[config.mk]
export PLATFORM = sky130hd
export DESIGN_NAME = rpsc_chain
export DESIGN_NICKNAME = d
export VERILOG_FILES = /design/src/rpsc_pkg.sv /design/src/rpsc_chain.sv
export SDC_FILE = /design/constraint.sdc
export NUM_CORES = 1
export LEC_CHECK = 0
export BUFFER_PORTS_ARGS = -buffer_cell sky130_fd_sc_hd__buf_4
export CAP_MARGIN = 5
export CORE_ASPECT_RATIO = 0.9
export CORE_MARGIN = 2
export CORE_UTILIZATION = 25
export CTS_CLUSTER_DIAMETER = 30
export DETAILED_ROUTE_END_ITERATION = 16
export HOLD_SLACK_MARGIN = 0.05
export PLACE_DENSITY_LB_ADDON = 0.3
export SETUP_SLACK_MARGIN = 0.05
export SLEW_MARGIN = 25
export SYNTH_ARGS = -nofsm -noshare
export SYNTH_HDL_FRONTEND = slang
export SYNTH_SLANG_ARGS = --single-unit
[constraint.sdc]
create_clock -name core_clk -period 3.1 [get_ports core_clk]
set_clock_uncertainty 0.1 [all_clocks]
set_input_delay 0.62 -clock core_clk [delete_from_list [all_inputs] [get_ports core_clk]]
set_output_delay 0.62 -clock core_clk [all_outputs]
set_load 0.01 [all_outputs]
[src/rpsc_pkg.sv]
// Package for the register preload scan chain: constants and carriers
package rpsc_pkg;
    localparam int NUM_CELLS = 8;
    // Power-up register reset time in microseconds
    localparam int POWER_UP_RESET_TIME_US = 45;
    localparam int CLK_MHZ = 25;
    // Longest wait, rounded down to whole cycles
    localparam int POWER_UP_RESET_CYCLES = POWER_UP_RESET_TIME_US * CLK_MHZ;
    localparam int RST_CNT_W = 11;
    localparam logic [NUM_CELLS-1:0] REG_RESET_VALUE = 8'h00;

    typedef enum logic [1:0] {
        RPSC_ST_POWER_UP = 2'b00,
        RPSC_ST_NORMAL = 2'b01,
        RPSC_ST_PRELOAD = 2'b10
    } rpsc_state_e;

    // One serial chain bit travelling through the output buffer
    typedef struct packed {
        logic bit_value;
    } rpsc_bit_s;
endpackage : rpsc_pkg

[src/rpsc_chain.sv]
// Register preload scan chain for the output macrocell registers
`timescale 1ns/10ps
// Summary of operation
// - Preload active only while select input held
// - Only registered macrocells form chain stages
// - Each rising shift clock edge advances chain, except edges seen while the read-back buffer is full
// - Serial data enters lowest pin, moves upward
// - First bit shifted ends in highest pin
// - Old contents shift out on serial output
// - Readback ignores the output enable state
// - Low bit means reset, high means set
// - Output pins show register state inverted
// - Any state loadable at any test point
// - Normal clocking resumes from loaded state
// - Power-up clears all macrocell registers low
// - Power-up reset lasts 45 microseconds maximum
module rpsc_chain #(
    parameter int NUM_CELLS = rpsc_pkg::NUM_CELLS,
    parameter int POWER_UP_RESET_CYCLES = rpsc_pkg::POWER_UP_RESET_CYCLES
) (
    input wire logic core_clk, // System clock
    input wire logic rst, // Synchronous reset, active high
    input wire logic preload_mode_select, // High while elevated select level seen
    input wire logic preload_shift_clock, // Shift clock, sampled
    input wire logic serial_preload_in, // Serial data into lowest pin cell
    input wire logic func_clk_en, // Functional register clock pulse
    input wire logic [NUM_CELLS-1:0] array_next_state, // Next state from logic array
    input wire logic [NUM_CELLS-1:0] registered_cfg, // 1 where cell is registered
    input wire logic output_enable_n, // Registered output enable, low active
    output logic serial_state_out, // Serial state, open drain data
    output logic serial_state_out_oe_n, // Low while pin pulled low
    output logic serial_out_valid, // Buffered serial bit is available
    input wire logic serial_out_ready, // Receiver accepts buffered bit
    output logic [NUM_CELLS-1:0] output_pin_n, // Active-low pin levels
    output logic [NUM_CELLS-1:0] output_pin_oe_n, // Low while pin driven
    output logic [NUM_CELLS-1:0] reg_state, // Register state for observation
    output logic reset_done // Power-up reset complete
);
    rpsc_pkg::rpsc_state_e state_q, state_d;
    logic [rpsc_pkg::RST_CNT_W-1:0] rst_cnt_q, rst_cnt_d;
    logic [NUM_CELLS-1:0] regs_q, regs_d;
    logic sclk_prev_q, sclk_prev_d;
    logic reset_done_q, reset_done_d;
    rpsc_pkg::rpsc_bit_s buf_mem_q [2];
    rpsc_pkg::rpsc_bit_s buf_mem_d [2];
    logic [1:0] buf_cnt_q, buf_cnt_d;
    logic [NUM_CELLS-1:0] pins_n_q, pins_n_d, pins_oe_n_q, pins_oe_n_d;
    logic sout_q, sout_d, sout_oe_n_q, sout_oe_n_d;
    logic shift_edge, top_bit, carry, push, pop, buf_ready;

    // Top of chain: highest registered pin, or the input if none registered
    always_comb begin
        top_bit = serial_preload_in;
        for (int i = 0; i < NUM_CELLS; i++) begin
            if (registered_cfg[i]) begin
                top_bit = regs_q[i];
            end
        end
    end

    assign buf_ready = (buf_cnt_q != 2'd2);
    // A full buffer drops the shift edge, with no later retry, so no read-back bit is lost
    // Select must still be high, or a bit is pushed on the exit cycle with no shift
    assign shift_edge = (state_q == rpsc_pkg::RPSC_ST_PRELOAD) && preload_mode_select
                        && preload_shift_clock && !sclk_prev_q && buf_ready;
    assign push = shift_edge;
    assign pop = (buf_cnt_q != 2'd0) && serial_out_ready;

    always_comb begin
        state_d = state_q;
        rst_cnt_d = rst_cnt_q;
        reset_done_d = reset_done_q;
        regs_d = regs_q;
        sclk_prev_d = preload_shift_clock;
        carry = serial_preload_in;
        case (state_q)
            rpsc_pkg::RPSC_ST_POWER_UP: begin
                regs_d = rpsc_pkg::REG_RESET_VALUE;
                if (rst_cnt_q == rpsc_pkg::RST_CNT_W'(POWER_UP_RESET_CYCLES - 1)) begin
                    state_d = rpsc_pkg::RPSC_ST_NORMAL;
                    reset_done_d = 1'b1;
                end else begin
                    rst_cnt_d = rst_cnt_q + 1'b1;
                end
            end
            rpsc_pkg::RPSC_ST_NORMAL: begin
                if (preload_mode_select) begin
                    state_d = rpsc_pkg::RPSC_ST_PRELOAD;
                end else if (func_clk_en) begin
                    for (int i = 0; i < NUM_CELLS; i++) begin
                        if (registered_cfg[i]) begin
                            regs_d[i] = array_next_state[i];
                        end
                    end
                end
            end
            rpsc_pkg::RPSC_ST_PRELOAD: begin
                if (!preload_mode_select) begin
                    state_d = rpsc_pkg::RPSC_ST_NORMAL;
                end else if (shift_edge) begin
                    // Combinatorial cells are bypassed; carry runs upward by pin
                    for (int i = 0; i < NUM_CELLS; i++) begin
                        if (registered_cfg[i]) begin
                            regs_d[i] = carry;
                            carry = regs_q[i];
                        end
                    end
                end
            end
            default: begin
                state_d = rpsc_pkg::RPSC_ST_POWER_UP;
            end
        endcase
    end

    // Two-entry buffer for read-back bits
    always_comb begin
        buf_mem_d = buf_mem_q;
        buf_cnt_d = buf_cnt_q;
        if (pop) begin
            buf_mem_d[0] = buf_mem_q[1];
        end
        if (push) begin
            buf_mem_d[(pop ? buf_cnt_q - 2'd1 : buf_cnt_q) == 2'd0 ? 0 : 1] = '{top_bit};
        end
        buf_cnt_d = buf_cnt_q + {1'b0, push} - {1'b0, pop};
    end

    always_comb begin
        sout_d = buf_cnt_d != 2'd0 ? buf_mem_d[0].bit_value : 1'b1;
        // Open drain: drive only when bit is low; tristate gate plays no part
        sout_oe_n_d = !(buf_cnt_d != 2'd0 && !buf_mem_d[0].bit_value);
        pins_n_d = ~regs_d;
        pins_oe_n_d = {NUM_CELLS{output_enable_n}} | ~registered_cfg
                      | {NUM_CELLS{state_d == rpsc_pkg::RPSC_ST_PRELOAD}};
    end

    always_ff @(posedge core_clk) begin
        if (rst) begin
            state_q <= rpsc_pkg::RPSC_ST_POWER_UP;
            rst_cnt_q <= '0;
            reset_done_q <= 1'b0;
            regs_q <= rpsc_pkg::REG_RESET_VALUE;
            sclk_prev_q <= 1'b0;
            buf_mem_q[0] <= '0;
            buf_mem_q[1] <= '0;
            buf_cnt_q <= 2'd0;
            sout_q <= 1'b1;
            sout_oe_n_q <= 1'b1;
            pins_n_q <= '1;
            pins_oe_n_q <= '1;
        end else begin
            state_q <= state_d;
            rst_cnt_q <= rst_cnt_d;
            reset_done_q <= reset_done_d;
            regs_q <= regs_d;
            sclk_prev_q <= sclk_prev_d;
            buf_mem_q <= buf_mem_d;
            buf_cnt_q <= buf_cnt_d;
            sout_q <= sout_d;
            sout_oe_n_q <= sout_oe_n_d;
            pins_n_q <= pins_n_d;
            pins_oe_n_q <= pins_oe_n_d;
        end
    end

    // Valid mirrors the count register in the same cycle, with the data it belongs to
    logic valid_q;
    always_ff @(posedge core_clk) begin
        if (rst) begin
            valid_q <= 1'b0;
        end else begin
            valid_q <= buf_cnt_d != 2'd0;
        end
    end

    assign serial_state_out = sout_q;
    assign serial_state_out_oe_n = sout_oe_n_q;
    assign serial_out_valid = valid_q;
    assign output_pin_n = pins_n_q;
    assign output_pin_oe_n = pins_oe_n_q;
    assign reg_state = regs_q;
    assign reset_done = reset_done_q;
endmodule : rpsc_chain

==> reports/qor.csv <==
metric,value,unit
antenna_cells,0,
hold_ws,396,ps
io_buffer_count,51,
core,8570,sq um
placed_cell_area,2660,sq um
ys_seq_area_share,41.6,%
p_leak,1.10,nW
ys_types,57,
overflow,0,
gp_congestion,0.775,
ys_async_sr_fraction,0,%
post-route-min-period,2540,ps
rsz0062_at_grt,false,
insertion_delay,300,ps
timing.final.crit_share,81.8,%
cts.clk_slew.worst_paths,90,ps
die_w,103,um
critPathMaxFanout,11,
first_pass_iters,4,
vias,1872,
synth_ff_type,dfxtp_1,
fillers,915,
hold_class,flop to flop,
required,3250,ps
dieHeight,93.2,um
tightest_slew,483,ps
track_usage,11.9,%
grt_pass1_vias,1875,
drc,0,
cts_resized,0,
drv_cap,0,
root_buffer,clkbuf_8,
rows,32,
grt_pass1_wl,9.05,mm
finalWirelength,5.34,mm
ys_warn_count,0,
ctsHoldBuffers,0,
cts_buffers,5,
power_density,499,nW/um^2
syn_inst,245,
ys_ff_latch,46,
fin_nets,322,
area_delta_synth_final,26.8,%
cts_tree,built,
grt_max_degree,28,
cts_setup_buffers,0,
outcome,completed,
final_common_cell,buf_4,
vdd_ir_drop_max,196,uV
layout-drive-gt1-share,25.6,%
antenna_found_initial,0,
avgSynthCellArea,9.03,sq um
dp_hpwl,3.90,mm
synth_nets,275,
hold_viol_final,0,
setup_viol,0,
via_per_inst,4.54,
crit_path_end_kind,flop,
final_cell_mix,"buf_4, dfxtp_1, nand2_1",
relSlewSlack,67.3,%
arrival,2690,ps
htreeDepth,2,
netlist_area,2210,sq um
crit_path_start_kind,flop,
cts_num_sinks,46,
fmax,0.394,GHz
ant_nets,0,
wl_per_cell,13.0,um
maxSlewViolCount,0,
ios,52,
tns,0,ps
finalInstanceArea,2800,sq um
synth-edff-count,0,
clock_path_buffers,2,
die-area,9620,sq um
start_util,25.8,%
drt_iter0_markers,65,
path_class,flop to flop,
post-route-util,32.7,%
final timing paths:
kind / startpoint / endpoint / slack (ps) / cells after the start
setup / recovery: state_q[0]$_SDFF_PP0_ / serial_state_out_oe_n$_SDFF_PP1_ / 560 / 11
hold / removal: reset_done$_SDFFE_PP0P_ / reset_done$_SDFFE_PP0P_ / 400 / 2
setup reg to reg: state_q[0]$_SDFF_PP0_ / serial_state_out_oe_n$_SDFF_PP1_ / 560 / 11
hold reg to reg: reset_done$_SDFFE_PP0P_ / reset_done$_SDFFE_PP0P_ / 400 / 2
routing by layer:
layer	routed length, um	track usage [%]
met4	59	3.29
met3	274	2.99
met1	2600	16.4
met2	2410	18.3
met5	0	0
cell type report:
type                            count  area, sq um  area share, %
Clock inverter                      2         60.1           2.14
Tap cell                          119          149           5.31
Timing Repair Buffer               54          405           14.5
Clock buffer                        6         82.6           2.95
Multi-Input combinational cell    176         1150           41.1
Inverter                            9         33.8           1.20
Sequential cell                    46          921           32.8
registers in the layout, summed over array words and instances (netlist names), named ones only:
signal and flops:
rst_cnt_q 11, output_pin_n 8, serial_out_valid 1, serial_state_out_oe_n 1
buf_mem_q 1, reg_state 6, sclk_prev_q 1, serial_state_out 1
buf_cnt_q 2, state_q 2, reset_done 1, output_pin_oe_n 8
report_power, final:
part	internal [mW]	leakage [nW]	switching (mW)	total (mW)
sequential	0.615	0.374	0.0170	0.632
clock	0.344	0.0714	0.213	0.557
combinational	0.0998	0.657	0.110	0.210
total	1.06	1.10	0.341	1.40
stage by stage:
stage          total power, mW  worst slack (ps)  cells
2_1_floorplan            0.786               738    245
3_3_place_gp             0.854               636    404
3_5_place_dp             0.859               567    404
4_1_cts                   1.42               547    412
5_1_grt                   1.47               351    412
6_report                  1.40               565    412
logic make-up (layout without fill, tap and decap cells):
logic type | count (synthesis) | in the layout | synth area share, %
simple gates | 100 | 100 | 23.2
compound gates | 47 | 47 | 15.3
flops | 46 | 46 | 41.6
buf+inv | 23 | 71 | 6.28
mux | 12 | 12 | 5.77
xor+xnor | 11 | 11 | 4.36
fa+ha+maj | 6 | 6 | 3.39
synthesized netlist by cell type (all sizes together) (3+ instances only):
cell type  instances  share of area [%]
o22a               3                1.2
nor3               5                1.1
nand4              5                1.4
buf                8                3.6
nor2              21                3.6
o21a               3                1.0
nand2             35                5.9
mux2               3                1.7
or3                3               0.85
ha                 6                3.4
nand2b             4                1.2
clkbuf             6                1.1
xnor2              4                1.6
inv                9                1.5
xor2               7                2.8
nand3              4               0.91
a31oi              3                1.5
mux2i              9                4.1
o21ai             10                2.3
dfxtp             46                 42
a21oi             10                2.3
o22ai              3               0.85
nor2b              6                1.7
worst max-delay path, stage by stage (launching register included):
cell	delay (ps)
dfxtp_1	530
and2b_1	270
and4_1	220
inv_1	160
ha_1	260
inv_1	60
ha_1	150
xor2_1	170
xnor2_1	140
nor2_1	60
or2_2	300
nand2_1	70
(Power assumes the default switching activity.)
